`src/hdl/rmd_pkg.sv`:
```
// Constants and types for the return and misc opcode decoder
package rmd_pkg;
    localparam int RMD_WORD_W = 14;
    localparam int RMD_DATA_W = 8;
    localparam int RMD_PC_W = 13;
    localparam int RMD_JUMP_K_W = 11;
    localparam int RMD_LIT_W = 8;
    // Fixed encodings
    localparam logic [13:0] RMD_ENC_RETFI = 14'h0009;
    localparam logic [13:0] RMD_ENC_LDOPT = 14'h0062;
    // No-operation: 00 0000 0xx0 0000, x bits masked out
    localparam logic [13:0] RMD_NOOP_MASK = 14'h3F9F;
    localparam logic [13:0] RMD_NOOP_VAL = 14'h0000;
    // Return with literal: 11 01xx kkkk kkkk
    localparam logic [13:0] RMD_RETLIT_MASK = 14'h3C00;
    localparam logic [13:0] RMD_RETLIT_VAL = 14'h3400;
    // Interrupt control register bit position of the global enable
    localparam int RMD_GLOBAL_EN_BIT = 7;
    // Oscillator periods per instruction cycle
    localparam int RMD_OSC_PER_CYC = 4;
    localparam logic [7:0] RMD_OPTION_RST = 8'hFF;
    localparam logic [7:0] RMD_INT_CTRL_RST = 8'h00;
    localparam logic [7:0] RMD_W_RST = 8'h00;

    typedef enum logic [1:0] {
        RMD_ST_EXEC = 2'b01,
        RMD_ST_IDLE = 2'b10
    } rmd_state_t;
endpackage : rmd_pkg

```
`src/hdl/rmd_decoder.sv`:
```
// Decode and execute of no-op, returns, load-option and jump literal
`timescale 1ns/1ps
// Function
// - Jump/call format takes low 11 bits as immediate target.
// - Return-from-interrupt pops stack, loads top entry into PC.
// - Return-from-interrupt sets global interrupt enable, control bit 7.
// - Return-from-interrupt is one word, two cycles, second idle.
// - Load-option copies working register into option register.
// - Return-with-literal loads its 8-bit literal into working register.
// - Return-with-literal pops stack and loads return address into PC.
// - Return-with-literal is one word, two cycles.
// - Instruction cycle is four oscillator periods; PC changes take two.
module rmd_decoder
    import rmd_pkg::*;
#(
    parameter int OSC_PER_CYC = RMD_OSC_PER_CYC
) (
    // Clock and reset
    input wire logic i_clk,
    input wire logic i_rst,
    // Instruction fetch
    input wire logic [RMD_WORD_W-1:0] i_instr,
    input wire logic i_instr_valid,
    // Core state in
    input wire logic [RMD_PC_W-1:0] i_stack_top_entry,
    input wire logic [RMD_DATA_W-1:0] i_w_wr_data,
    input wire logic i_w_wr,
    input wire logic [RMD_DATA_W-1:0] i_int_ctrl_wr_data,
    input wire logic i_int_ctrl_wr,
    input wire logic [RMD_DATA_W-1:0] i_option_wr_data,
    input wire logic i_option_wr,
    // Decode results
    output logic o_instr_cycle,
    output logic o_fetch_ready,
    output logic o_stack_pop,
    output logic o_pc_load,
    output logic [RMD_PC_W-1:0] o_pc_value,
    output logic [RMD_JUMP_K_W-1:0] o_jump_target,
    output logic o_no_operation_instr,
    output logic o_return_from_interrupt_instr,
    output logic o_return_with_literal_instr,
    output logic o_load_option_instr,
    output logic o_idle_cycle,
    // Core registers
    output logic [RMD_DATA_W-1:0] o_w,
    output logic [RMD_DATA_W-1:0] o_interrupt_control_register,
    output logic o_global_interrupt_enable,
    output logic [RMD_DATA_W-1:0] o_option
);

    function automatic logic match(input logic [13:0] word,
                                   input logic [13:0] mask,
                                   input logic [13:0] val);
        match = (word & mask) == val;
    endfunction : match

    // ------------------------------------------------------------
    // Instruction cycle divider
    // ------------------------------------------------------------
    logic [7:0] div_cnt;
    logic [7:0] next_div_cnt;

    always_comb begin
        if (div_cnt == 8'(OSC_PER_CYC - 1)) begin
            next_div_cnt = 8'h00;
        end else begin
            next_div_cnt = div_cnt + 8'h01;
        end
    end

    always_ff @(posedge i_clk or posedge i_rst) begin
        if (i_rst) begin
            div_cnt <= 8'h00;
        end else begin
            div_cnt <= next_div_cnt;
        end
    end

    logic cyc;
    assign cyc = (div_cnt == 8'(OSC_PER_CYC - 1));
    assign o_instr_cycle = cyc;

    // ------------------------------------------------------------
    // Decode
    // ------------------------------------------------------------
    logic dec_noop;
    logic dec_retfi;
    logic dec_ldopt;
    logic dec_retlit;
    rmd_state_t state;
    rmd_state_t next_state;

    assign dec_noop = match(i_instr, RMD_NOOP_MASK, RMD_NOOP_VAL);
    assign dec_retfi = match(i_instr, 14'h3FFF, RMD_ENC_RETFI);
    assign dec_ldopt = match(i_instr, 14'h3FFF, RMD_ENC_LDOPT);
    assign dec_retlit = match(i_instr, RMD_RETLIT_MASK,
                              RMD_RETLIT_VAL);

    logic exec;
    assign exec = cyc && i_instr_valid && (state == RMD_ST_EXEC);
    assign o_fetch_ready = (state == RMD_ST_EXEC);

    // ------------------------------------------------------------
    // Sequencer and registered outputs
    // ------------------------------------------------------------
    logic [RMD_DATA_W-1:0] w_q;
    logic [RMD_DATA_W-1:0] next_w_q;
    logic [RMD_DATA_W-1:0] int_ctrl_q;
    logic [RMD_DATA_W-1:0] next_int_ctrl_q;
    logic [RMD_DATA_W-1:0] option_q;
    logic [RMD_DATA_W-1:0] next_option_q;
    logic pop_q, next_pop_q;
    logic pcld_q, next_pcld_q;
    logic [RMD_PC_W-1:0] pc_q, next_pc_q;
    logic [RMD_JUMP_K_W-1:0] jt_q, next_jt_q;
    logic [4:0] kind_q, next_kind_q;

    always_comb begin
        next_state = state;
        next_w_q = w_q;
        next_int_ctrl_q = int_ctrl_q;
        next_option_q = option_q;
        next_pop_q = 1'b0;
        next_pcld_q = 1'b0;
        next_pc_q = pc_q;
        next_jt_q = jt_q;
        next_kind_q = 5'h00;
        // Core-side writes first so decoded effects win in the same cycle
        if (i_w_wr) begin
            next_w_q = i_w_wr_data;
        end
        if (i_int_ctrl_wr) begin
            next_int_ctrl_q = i_int_ctrl_wr_data;
        end
        if (i_option_wr) begin
            next_option_q = i_option_wr_data;
        end
        case (state)
            RMD_ST_EXEC: begin
                if (exec) begin
                    next_jt_q = i_instr[RMD_JUMP_K_W-1:0];
                    if (dec_retfi) begin
                        next_pop_q = 1'b1;
                        next_pcld_q = 1'b1;
                        next_pc_q = i_stack_top_entry;
                        next_int_ctrl_q[RMD_GLOBAL_EN_BIT] = 1'b1;
                        next_kind_q[1] = 1'b1;
                        next_state = RMD_ST_IDLE;
                    end else if (dec_retlit) begin
                        next_w_q = i_instr[RMD_LIT_W-1:0];
                        next_pop_q = 1'b1;
                        next_pcld_q = 1'b1;
                        next_pc_q = i_stack_top_entry;
                        next_kind_q[2] = 1'b1;
                        next_state = RMD_ST_IDLE;
                    end else if (dec_ldopt) begin
                        // Kept for old code; software should write it direct
                        next_option_q = w_q;
                        next_kind_q[3] = 1'b1;
                    end else if (dec_noop) begin
                        next_kind_q[0] = 1'b1;
                    end
                end
            end
            RMD_ST_IDLE: begin
                if (cyc) begin
                    // Second cycle of a PC change acts as a no-op
                    next_kind_q[4] = 1'b1;
                    next_state = RMD_ST_EXEC;
                end
            end
            default: begin
                next_state = RMD_ST_EXEC;
            end
        endcase
    end

    always_ff @(posedge i_clk or posedge i_rst) begin
        if (i_rst) begin
            state <= RMD_ST_EXEC;
            w_q <= RMD_W_RST;
            int_ctrl_q <= RMD_INT_CTRL_RST;
            option_q <= RMD_OPTION_RST;
            pop_q <= 1'b0;
            pcld_q <= 1'b0;
            pc_q <= '0;
            jt_q <= '0;
            kind_q <= 5'h00;
        end else begin
            state <= next_state;
            w_q <= next_w_q;
            int_ctrl_q <= next_int_ctrl_q;
            option_q <= next_option_q;
            pop_q <= next_pop_q;
            pcld_q <= next_pcld_q;
            pc_q <= next_pc_q;
            jt_q <= next_jt_q;
            kind_q <= next_kind_q;
        end
    end

    // ------------------------------------------------------------
    // Output map
    // ------------------------------------------------------------
    assign o_stack_pop = pop_q;
    assign o_pc_load = pcld_q;
    assign o_pc_value = pc_q;
    assign o_jump_target = jt_q;
    assign o_no_operation_instr = kind_q[0];
    assign o_return_from_interrupt_instr = kind_q[1];
    assign o_return_with_literal_instr = kind_q[2];
    assign o_load_option_instr = kind_q[3];
    assign o_idle_cycle = kind_q[4];
    assign o_w = w_q;
    assign o_interrupt_control_register = int_ctrl_q;
    assign o_global_interrupt_enable = int_ctrl_q[RMD_GLOBAL_EN_BIT];
    assign o_option = option_q;

endmodule : rmd_decoder

```
`config.mk`:
```
export PLATFORM = sky130hd
export DESIGN_NAME = rmd_decoder
export DESIGN_NICKNAME = d
export VERILOG_FILES = /design/src/hdl/rmd_pkg.sv /design/src/hdl/rmd_decoder.sv
export SDC_FILE = /design/constraint.sdc
export NUM_CORES = 1
export LEC_CHECK = 0
export ABC_CLOCK_PERIOD_IN_PS = 4800
export BUFFER_PORTS_ARGS = -buffer_cell sky130_fd_sc_hd__buf_2
export CELL_PAD_IN_SITES_DETAIL_PLACEMENT = 0
export CELL_PAD_IN_SITES_GLOBAL_PLACEMENT = 1
export CORE_MARGIN = 3
export CORE_UTILIZATION = 39
export DETAILED_ROUTE_END_ITERATION = 16
export PLACE_DENSITY_LB_ADDON = 0.1
export SLEW_MARGIN = 15
export SYNTH_ARGS = -nofsm -noshare
export SYNTH_HDL_FRONTEND = slang
export SYNTH_SLANG_ARGS = --single-unit
```
`constraint.sdc`:
```
create_clock -name i_clk -period 4.8 [get_ports i_clk]
set_clock_uncertainty 0.05 [all_clocks]
set_input_delay 1.2 -clock i_clk [delete_from_list [all_inputs] [get_ports i_clk]]
set_output_delay 1.2 -clock i_clk [all_outputs]
set_load 0.02 [all_outputs]
```
==> flow_summary_export.csv, run 1 <==
group,metric,value,unit
critical_path,crit_arrival,1.67,ns
power,pwr_density_cell,337,nW/µm²
synthesis,syn_inst,195,
clock_tree,cts_buffers,9,
clock_tree,ctsResizeCount,0,
global_route,grt_use_total,15.2,%
power,p_leak,1.78,nW
detailed_routing,drt-pass1-iter-count,4,
clock_tree,cts_setup_buffers,0,
die,initial_core_util,41.3,%
synthesis,syn-mean-instance-area,13.8,µm²
run,maxCapViolCount,0,
sta,slew_headroom,49.0,%
sta,layout_setup_ws,1.88,ns
critical_path,path_max_fanout,5,
die,core_area,6490,µm²
finish,drive_gt1_share,59.7,%
detailed_routing,vias_per_cell,4.79,
sta,tightest_slew,0.762,ns
finish,antenna_cells,0,
die,die_w,88.9,µm
synthesis,seq_area_frac_synth,60.1,%
clock_tree,clk_pin_slew,0.06,ns
sta,rsz0062_at_grt,"no",
global_route,overflow,0,
global_route,grt_pass1_wl,8890,µm
critical_path,critPathMaxStageDelay,0.38,ns
clock_tree,cts_buffer_depth,2,
global_route,grt_pass1_vias,1868,
finish,areaGrowthSynthToFinish,29.8,%
die,dieArea,7910,µm²
synthesis,synthDistinctLibCells,30,
placed_design,gp_congestion,0.691,
clock_tree,cts_hold_buf,0,
finish,fill_cells,579,
power,vdd_drop_max,203,µV
detailed_routing,wl_per_cell,14.7,µm
clock_tree,cts.sinks,64,
clock_tree,cts-root-buf,"clkbuf_8",
die,die_y,88.9,µm
detailed_routing,drc_errors,0,
detailed_routing,drt_iter0_drc,55,
global_route,grt_max_degree,36,
die,ios,115,
clock_tree,cts_tree,"built",
clock_tree,htreeDepth,3,
sta,max_freq,342,MHz
sta,fin_crit,2.92,ns
detailed_routing,final_antenna_net_count,0,
detailed_routing,vias,1891,
placed_design,dp_hpwl,4470,µm
critical_path,worstSetupPathType,"register to output port",
critical_path,cp.required,3.55,ns
sta,finalSetupViolCount,0,
finish,stdcell_count,395,
global_route,antenna_found_initial,0,
sta,finalHoldViolCount,0,
finish,final_util,53.6,%
critical_path,crit_path_end_kind,"output port",
critical_path,crit_chain,"ha_1, nor3b_2, nand2_1, inv_1, buf_2",
critical_path,critPathLaunchType,"register",
critical_path,crit_path_top_delay_cell,"dfrtp_1",
detailed_routing,finalWirelength,5810,µm
synthesis,synthesis.nets,253,
run_status,status,"completed",
die,rows,29,
min_path,hold_class,"register to register",
synthesis,netlist_area,2680,µm²
finish,final_nets,372,
sta,maxSlewViolCount,0,
synthesis,yosysWarningCount,0,
placed_design,port_buffers,114,
placed_design,dp_slack,1.68,ns
synthesis,ys_ff_latch,64,
placed_design,dp_cells,380,
sta,period_share,60.9,%
clock_tree,clock_latency,0.33,ns
power,power,1.17,mW
sta,finalSetupTns,0,ns
-- synthesized netlist by cell type --
| cell | instances | area (µm²) |
|---|---|---|
| xor2_1 | 1 | 8.76 |
| nand3_2 | 1 | 10.0 |
| nor2b_1 | 1 | 6.26 |
| nand2_1 | 4 | 15.0 |
| mux2_2 | 47 | 529 |
| dfstp_2 | 9 | 236 |
| inv_1 | 3 | 11.3 |
| buf_1 | 3 | 11.3 |
| and3_1 | 3 | 18.8 |
| a21oi_1 | 9 | 45.0 |
| nor4_1 | 1 | 6.26 |
| nor4_4 | 2 | 42.5 |
| clkbuf_1 | 2 | 7.51 |
| dfrtp_1 | 55 | 1380 |
| nor3_1 | 1 | 5.00 |
| xnor2_1 | 5 | 43.8 |
| nand3_1 | 4 | 20.0 |
| and3b_1 | 1 | 8.76 |
| nor3b_2 | 1 | 12.5 |
| buf_4 | 3 | 22.5 |
| nor4b_1 | 1 | 8.76 |
| nor2_1 | 18 | 67.6 |
| nand4b_1 | 2 | 17.5 |
| or2_2 | 2 | 12.5 |
| ha_1 | 1 | 12.5 |
| nor3b_1 | 1 | 7.51 |
| o21ai_0 | 2 | 10.0 |
| nand2b_1 | 1 | 6.26 |
| nand4_1 | 2 | 12.5 |
| mux2i_1 | 9 | 90.1 |
-- power breakdown --
group	internal, mW	switching, mW	leakage [nW]
registers	0.585	0.0203	0.788
clock network	0.199	0.178	0.0805
logic	0.0828	0.110	0.912
-- critical path: cells and delay by family, from the launching register on --
family | cells | cell delay [ns]
buffers and inverters | 2 | 0.36
AND/OR/NAND/NOR | 2 | 0.39
flip-flops | 1 | 0.38
adder cells (fa/ha/maj) | 1 | 0.21
-- worst paths after layout --
path / slack (ns) / end / start / cells after the start
min in group asynchronous: 0.94 / o_interrupt_control_register[2] / i_rst / 2
max in group asynchronous: 2.85 / state[0] / i_rst / 3
worst min-delay path: 0.44 / div_cnt[0] / div_cnt[0] / 1
worst min register to register: 0.44 / div_cnt[0] / div_cnt[0] / 1
worst max register to register: 2.30 / o_option[5] / div_cnt[0] / 5
worst max-delay path: 1.88 / o_instr_cycle / div_cnt[0] / 5
-- state kept, by name, indices dropped and copies added, names as in the netlist --
| name | flops |
|---|---|
| div_cnt | 8 |
| kind_q | 5 |
| o_interrupt_control_register | 8 |
| o_jump_target | 11 |
| o_option | 8 |
| o_pc_load | 1 |
| o_pc_value | 13 |
| o_w | 8 |
| state | 2 |
-- layer usage --
layer,wire length (µm),global-route usage (%)
met1,2440,18.2
met2,2680,24.2
met3,619,7.56
met4,67,4.87
met5,0,0
-- final cells by class --
type	instances	area [µm²]	area share (%)
clock buffer	14	153	4.39
clock inverter	1	5.00	0.144
inverter	3	11.3	0.324
multi-input combinational	120	1020	29.2
sequential	64	1610	46.3
tap	77	96.3	2.77
timing repair buffer	116	586	16.8
-- stage by stage --
step           hold slack (ns)  instance area (µm²)
2_1_floorplan            0.398                 2680
3_3_place_gp             0.426                 3320
3_5_place_dp             0.435                 3320
4_1_cts                  0.445                 3480
5_1_grt                  0.468                 3480
6_report                 0.437                 3480
-- cell usage in the layout (no fill, tap or decap), drive strengths merged, types with 4 or more instances in the layout --
master	n
nand2	4
xnor2	5
clkbuf	14
mux2i	9
nand3	5
nor2	18
buf	116
dfstp	9
a21oi	9
dfrtp	55
mux2	47
-- cell families (layout without fill, tap and decap cells) --
| group | count (synthesis) | in the layout | share of synthesized area [%] |
|---|---|---|---|
| AOI/OAI and AO/OA | 11 | 11 | 2.05 |
| xor gates and xnor gates | 6 | 6 | 1.96 |
| adders and majority gates | 1 | 1 | 0.466 |
| buffers and inverters | 11 | 134 | 1.96 |
| DFF | 64 | 64 | 60.1 |
| muxes | 56 | 56 | 23.1 |
| and+or+nand+nor | 46 | 46 | 10.4 |
Note: power is estimated with default switching activity, not from simulation.
==> run 2: changes to the inputs <==
--- a/config.mk
+++ b/config.mk
@@ -5,12 +5,12 @@
 export SDC_FILE = /design/constraint.sdc
 export NUM_CORES = 1
 export LEC_CHECK = 0
-export ABC_CLOCK_PERIOD_IN_PS = 4800
+export ABC_CLOCK_PERIOD_IN_PS = 3100
 export BUFFER_PORTS_ARGS = -buffer_cell sky130_fd_sc_hd__buf_2
 export CELL_PAD_IN_SITES_DETAIL_PLACEMENT = 0
 export CELL_PAD_IN_SITES_GLOBAL_PLACEMENT = 1
 export CORE_MARGIN = 3
-export CORE_UTILIZATION = 39
+export CORE_UTILIZATION = 36
 export DETAILED_ROUTE_END_ITERATION = 16
 export PLACE_DENSITY_LB_ADDON = 0.1
 export SLEW_MARGIN = 15
==> constraint.sdc (replaced) <==
create_clock -name i_clk -period 3.1 [get_ports i_clk]
set_clock_uncertainty 0.05 [all_clocks]
set_input_delay 0.775 -clock i_clk [delete_from_list [all_inputs] [get_ports i_clk]]
set_output_delay 0.775 -clock i_clk [all_outputs]
set_load 0.02 [all_outputs]
==> run 2 against run 1 <==
  * Final cell count up 5.8%
  * Via count up 2.0%
  * Sequential share of layout area down 1.3 points
  * Power up 71%
==> flow_summary_export.csv, run 2 (synthesis gave the netlist of run 1 again) <==
group,metric,value,unit
sta,tightest_slew,0.622,ns
detailed_routing,wl_per_cell,14.6,µm
run,maxCapViolCount,0,
sta,maxSlewViolCount,0,
min_path,hold_class,"input pin to asynchronous set/reset pin",
global_route,grt_pass1_wl,9860,µm
detailed_routing,vias_per_cell,4.61,
detailed_routing,final_antenna_net_count,0,
die,dieArea,8520,µm²
critical_path,r2r_cells,5,
sta,finalHoldViolCount,0,
global_route,grt_use_total,15.1,%
power,pwr_density_cell,560,nW/µm²
placed_design,gp_congestion,0.691,
finish,final_common_cell,"buf_2",
critical_path,crit_path_end_kind,"output port",
clock_tree,htreeDepth,3,
die,ios,115,
sta,max_freq,394,MHz
finish,drive_gt1_share,61.2,%
clock_tree,cts-root-buf,"clkbuf_8",
sta,slew_headroom,58.2,%
placed_design,dp_cells,402,
clock_tree,cts_tree,"built",
global_route,grt_pass1_vias,1996,
finish,final_util,51.0,%
die,die_w,92.3,µm
power,p_leak,1.82,nW
critical_path,path_max_fanout,5,
global_route,overflow,0,
detailed_routing,drt_iter0_drc,58,
sta,layout_setup_ws,0.563,ns
critical_path,cp.required,2.27,ns
die,rows,30,
power,comb_power_share,15.0,%
finish,final_nets,375,
finish,areaGrowthSynthToFinish,33.5,%
clock_tree,cts.sinks,64,
power,swShare,25.9,%
clock_tree,clock_latency,0.33,ns
clock_tree,cts_hold_buf,0,
power,clkPwrFrac,38.2,%
power,pwr-share-seq,46.8,%
power,vdd_drop_max,225,µV
power,power,2.00,mW
placed_design,dp_hpwl,4650,µm
critical_path,worstSetupPathType,"register to output port",
finish,largest_reg_flops,13,
sta,finalSetupViolCount,0,
placed_design,dp_slack,0.455,ns
power,p_sw,0.519,mW
sta,period_share,81.8,%
placed_design,port_buffers,114,
detailed_routing,vias,1929,
placed_design,post_dp_cell_area,3370,µm²
detailed_routing,drt-pass1-iter-count,4,
detailed_routing,finalWirelength,6090,µm
finish,design_area,3580,µm²
clock_tree,cts_buffers,9,
finish,stdcell_count,418,
clock_tree,cts_setup_buffers,0,
run_status,status,"completed",
clock_tree,cts_buffer_depth,2,
global_route,grt_max_degree,26,
die,die_y,92.3,µm
power,power.internal,1.48,mW
die,core_area,7020,µm²
finish,fill_cells,661,
detailed_routing,drc_errors,0,
sta,rsz0062_at_grt,"no",
finish,final_cell_mix,"buf_2 (114), dfrtp_1 (55), mux2_2 (47), nor2_1 (18)",
critical_path,crit_arrival,1.71,ns
die,initial_core_util,38.2,%
sta,fin_crit,2.54,ns
sta,hold-worst-slack,0.355,ns
critical_path,critPathLaunchType,"register",
clock_tree,ctsResizeCount,0,
sta,finalSetupTns,0,ns
clock_tree,clk_pin_slew,0.07,ns
finish,antenna_cells,0,
global_route,antenna_found_initial,0,
-- run 2: worst paths after layout --
kind | start | slack [ns] | end
max | div_cnt[0] | 0.56 | o_instr_cycle
min reg2reg | div_cnt[0] | 0.44 | div_cnt[0]
max reg2reg | div_cnt[0] | 0.88 | o_option[3]
min in group i_clk | div_cnt[0] | 0.44 | div_cnt[0]
max in group asynchronous | i_rst | 1.94 | o_option[1]
min | i_rst | 0.35 | o_pc_value[3]
-- run 2: per-layer routing --
metal / part of all wire, % / track usage, %
met5: 0 / 0
met4: 1.6 / 7.43
met3: 8.6 / 4.96
met2: 43 / 22.2
met1: 46 / 19.9
-- run 2: power by group through the flow --
stage | Sequential, mW | Clock (mW) | Combinational [mW]
5_1_grt | 0.946 | 0.826 | 0.326
3_5_place_dp | 0.953 | 0 | 0.306
3_3_place_gp | 0.952 | 0 | 0.304
6_report | 0.937 | 0.767 | 0.300
4_1_cts | 0.938 | 0.788 | 0.306
2_1_floorplan | 1.03 | 0 | 0.0969
-- run 2: critical path, stage by stage (launching register included) --
cell	delay [ns]
dfrtp_1	0.39
ha_1	0.21
nor3b_2	0.30
nand2_1	0.12
inv_1	0.17
buf_2	0.19
-- run 2: area by class of cell --
| class | count | area (µm²) | area share (%) |
|---|---|---|---|
| clock buffers | 10 | 128 | 3.56 |
| clock inverters | 6 | 83.8 | 2.34 |
| inverters | 3 | 11.3 | 0.314 |
| multi-input cells | 120 | 1020 | 28.4 |
| flip-flops and latches | 64 | 1610 | 45.0 |
| well taps | 96 | 120 | 3.35 |
| repair buffers | 119 | 608 | 17.0 |
==> run 3: changes to the inputs <==
--- a/config.mk
+++ b/config.mk
@@ -5,12 +5,13 @@
 export SDC_FILE = /design/constraint.sdc
 export NUM_CORES = 1
 export LEC_CHECK = 0
-export ABC_CLOCK_PERIOD_IN_PS = 3100
+export ABC_AREA = 1
+export ABC_CLOCK_PERIOD_IN_PS = 2400
 export BUFFER_PORTS_ARGS = -buffer_cell sky130_fd_sc_hd__buf_2
 export CELL_PAD_IN_SITES_DETAIL_PLACEMENT = 0
 export CELL_PAD_IN_SITES_GLOBAL_PLACEMENT = 1
 export CORE_MARGIN = 3
-export CORE_UTILIZATION = 36
+export CORE_UTILIZATION = 35
 export DETAILED_ROUTE_END_ITERATION = 16
 export PLACE_DENSITY_LB_ADDON = 0.1
 export SLEW_MARGIN = 15
==> constraint.sdc (replaced) <==
create_clock -name i_clk -period 2.4 [get_ports i_clk]
set_clock_uncertainty 0.05 [all_clocks]
set_input_delay 0.6 -clock i_clk [delete_from_list [all_inputs] [get_ports i_clk]]
set_output_delay 0.6 -clock i_clk [all_outputs]
set_load 0.02 [all_outputs]
==> run 3 against run 2 <==
  * Critical path type unchanged
  * Area after synthesis rose by 11%
  * Largest power group unchanged
  * Utilization fell by 3.7 points
  * Wire length rose by 22%
  * Critical endpoint unchanged
==> flow_summary_export.csv, run 3 <==
group,metric,value,unit
finish,areaGrowthSynthToFinish,30.7,%
clock_tree,ctsResizeCount,0,
synthesis,yosys.area_share.simple,26.3,%
synthesis,synth_top_family_by_area,"simple AND/OR/NAND/NOR gates",
critical_path,cp.required,1.75,ns
sta,finalHoldViolCount,0,
synthesis,ys_ff_latch,64,
clock_tree,cts.sinks,64,
sta,rsz0062_at_grt,"no",
synthesis,synth_top_area_share,46.3,%
sta,maxSlewViolCount,0,
synthesis,muxShareOfSynthArea,6.01,%
clock_tree,cts_setup_buffers,0,
detailed_routing,drt_iter0_drc,100,
clock_tree,cts_hold_buf,0,
detailed_routing,wl_per_cell,13.1,µm
finish,stdcell_count,569,
synthesis,synthFlopType,"dfrtp_1",
synthesis,syn-mean-instance-area,8.67,µm²
sta,layout_setup_ws,0.186,ns
clock_tree,cts-root-buf,"clkbuf_8",
critical_path,critPathMaxStageDelay,0.39,ns
sta,finalSetupTns,0,ns
clock_tree,clock_latency,0.33,ns
clock_tree,clk_pin_slew,0.07,ns
finish,largest_reg_flops,13,
synthesis,yosys.area_share.adder,0.421,%
synthesis,seq_area_frac_synth,54.2,%
synthesis,synth-edff-count,0,
synthesis,netlist_area,2980,µm²
finish,antenna_cells,0,
synthesis,synthesis.nets,401,
die,rows,33,
min_path,hold_class,"input pin to asynchronous set/reset pin",
detailed_routing,drc_errors,0,
critical_path,crit_path_end_kind,"output port",
global_route,grt_pass1_wl,12200,µm
placed_design,gp_congestion,0.763,
sta,fin_crit,2.21,ns
die,initial_core_util,36.2,%
die,die_y,98.2,µm
power,vdd_drop_max,369,µV
synthesis,syn_inst,343,
die,die_w,98.2,µm
critical_path,crit_chain,"ha_1, nand2_1, nor2_2, nand2_4, inv_1, buf_2",
die,core_area,8220,µm²
critical_path,worstSetupPathType,"register to output port",
placed_design,dp_hpwl,5490,µm
global_route,antenna_found_initial,0,
power,pwr_density_cell,715,nW/µm²
power,power,2.78,mW
clock_tree,cts_buffer_depth,2,
finish,final_nets,517,
global_route,grt_pass1_vias,2496,
synthesis,synth_compound_area_share,5.21,%
placed_design,dp_cells,553,
sta,finalSetupViolCount,0,
die,ios,115,
finish,final_util,47.3,%
die,dieArea,9640,µm²
clock_tree,cts_buffers,9,
synthesis,yosys.area.top_type,"dfrtp_1",
synthesis,synth_common_cells,"nand2_1 (112), dfrtp_1 (55), inv_1 (33)",
synthesis,async_reset_ff_share,100,%
synthesis,yosysWarningCount,0,
critical_path,critPathLaunchType,"register",
finish,fill_cells,855,
detailed_routing,vias,2564,
sta,max_freq,452,MHz
synthesis,synth_most_common_cell,"nand2_1",
detailed_routing,final_antenna_net_count,0,
critical_path,crit_path_top_delay_cell,"dfrtp_1",
synthesis,synthDistinctLibCells,27,
run_status,status,"completed",
global_route,grt_use_total,15.7,%
sta,period_share,92.3,%
run,maxCapViolCount,0,
global_route,grt_max_degree,47,
sta,slew_headroom,71.0,%
detailed_routing,finalWirelength,7430,µm
sta,hold-worst-slack,0.211,ns
finish,drive_gt1_share,37.1,%
placed_design,post_dp_cell_area,3640,µm²
clock_tree,htreeDepth,3,
finish,final_common_cell,"buf_2",
placed_design,dp_slack,0.386,ns
synthesis,synth.area.top_cells,"dfrtp_1 (46%), nand2_1 (14%), dfstp_2 (7.9%), mux2_2 (5.7%), nand3_1 (4.7%)",
power,p_leak,2.20,nW
global_route,overflow,0,
detailed_routing,vias_per_cell,4.51,
sta,tightest_slew,0.432,ns
finish,final_cell_mix,"buf_2 (114), nand2_1 (112), dfrtp_1 (55), inv_1 (32), nand3_1 (28)",
clock_tree,cts_tree,"built",
finish,design_area,3890,µm²
critical_path,crit_arrival,1.56,ns
detailed_routing,drt-pass1-iter-count,4,
critical_path,path_max_fanout,6,
synthesis,synth-xor-area-share,0.294,%
placed_design,port_buffers,114,
-- run 3: path summary, 6_finish.rpt --
path / start / to / slack [ns] / cells past startpoint
worst max-delay path: div_cnt[0] / o_instr_cycle / 0.19 / 6
worst min-delay path: i_rst / div_cnt[4] / 0.21 / 2
worst max register to register: div_cnt[0] / o_pc_value[12] / 0.45 / 10
worst min register to register: o_jump_target[8] / o_jump_target[8] / 0.42 / 2
max in group asynchronous: i_rst / state[0] / 1.44 / 3
min in group i_clk: i_stack_top_entry[3] / o_pc_value[3] / 0.40 / 3
-- run 3: report_power, final --
group	switching [mW]	internal (mW)	leakage, nW
Sequential	0.0458	1.16	0.786
Clock	0.446	0.724	0.123
Combinational	0.245	0.158	1.30
-- run 3: kinds of logic after synthesis --
kind of cell,after synthesis
buf+inv,50
xor+xnor,1
fa+ha+maj,1
mux,16
flops,64
compound gates,31
simple gates,180
-- run 3: area by class of cell --
| class | instances | area (µm²) | area share, % |
|---|---|---|---|
| Sequential cell | 64 | 1610 | 41.5 |
| Multi-Input combinational cell | 229 | 1140 | 29.2 |
| Timing Repair Buffer | 119 | 621 | 16.0 |
| Clock buffer | 10 | 138 | 3.54 |
| Inverter | 36 | 135 | 3.47 |
| Tap cell | 105 | 131 | 3.38 |
| Clock inverter | 6 | 115 | 2.96 |
-- run 3: worst max-delay path, delay by kind of cell (launching register included) --
kind / cells / cell delay [ns]
flip-flops: 1 / 0.39
AND/OR/NAND/NOR: 3 / 0.32
buffers and inverters: 2 / 0.29
adder cells (fa/ha/maj): 1 / 0.23
-- run 3: metal layers --
| metal | global-route usage, % | vias up | share of wire (%) |
|---|---|---|---|
| met1 | 20.9 | 1165 | 45 |
| met4 | 4.52 | 0 | 1.2 |
| li1 | - | 1312 | - |
| met2 | 24.0 | 81 | 46 |
| met3 | 6.14 | 6 | 7.5 |
| met5 | 0 | - | 0 |
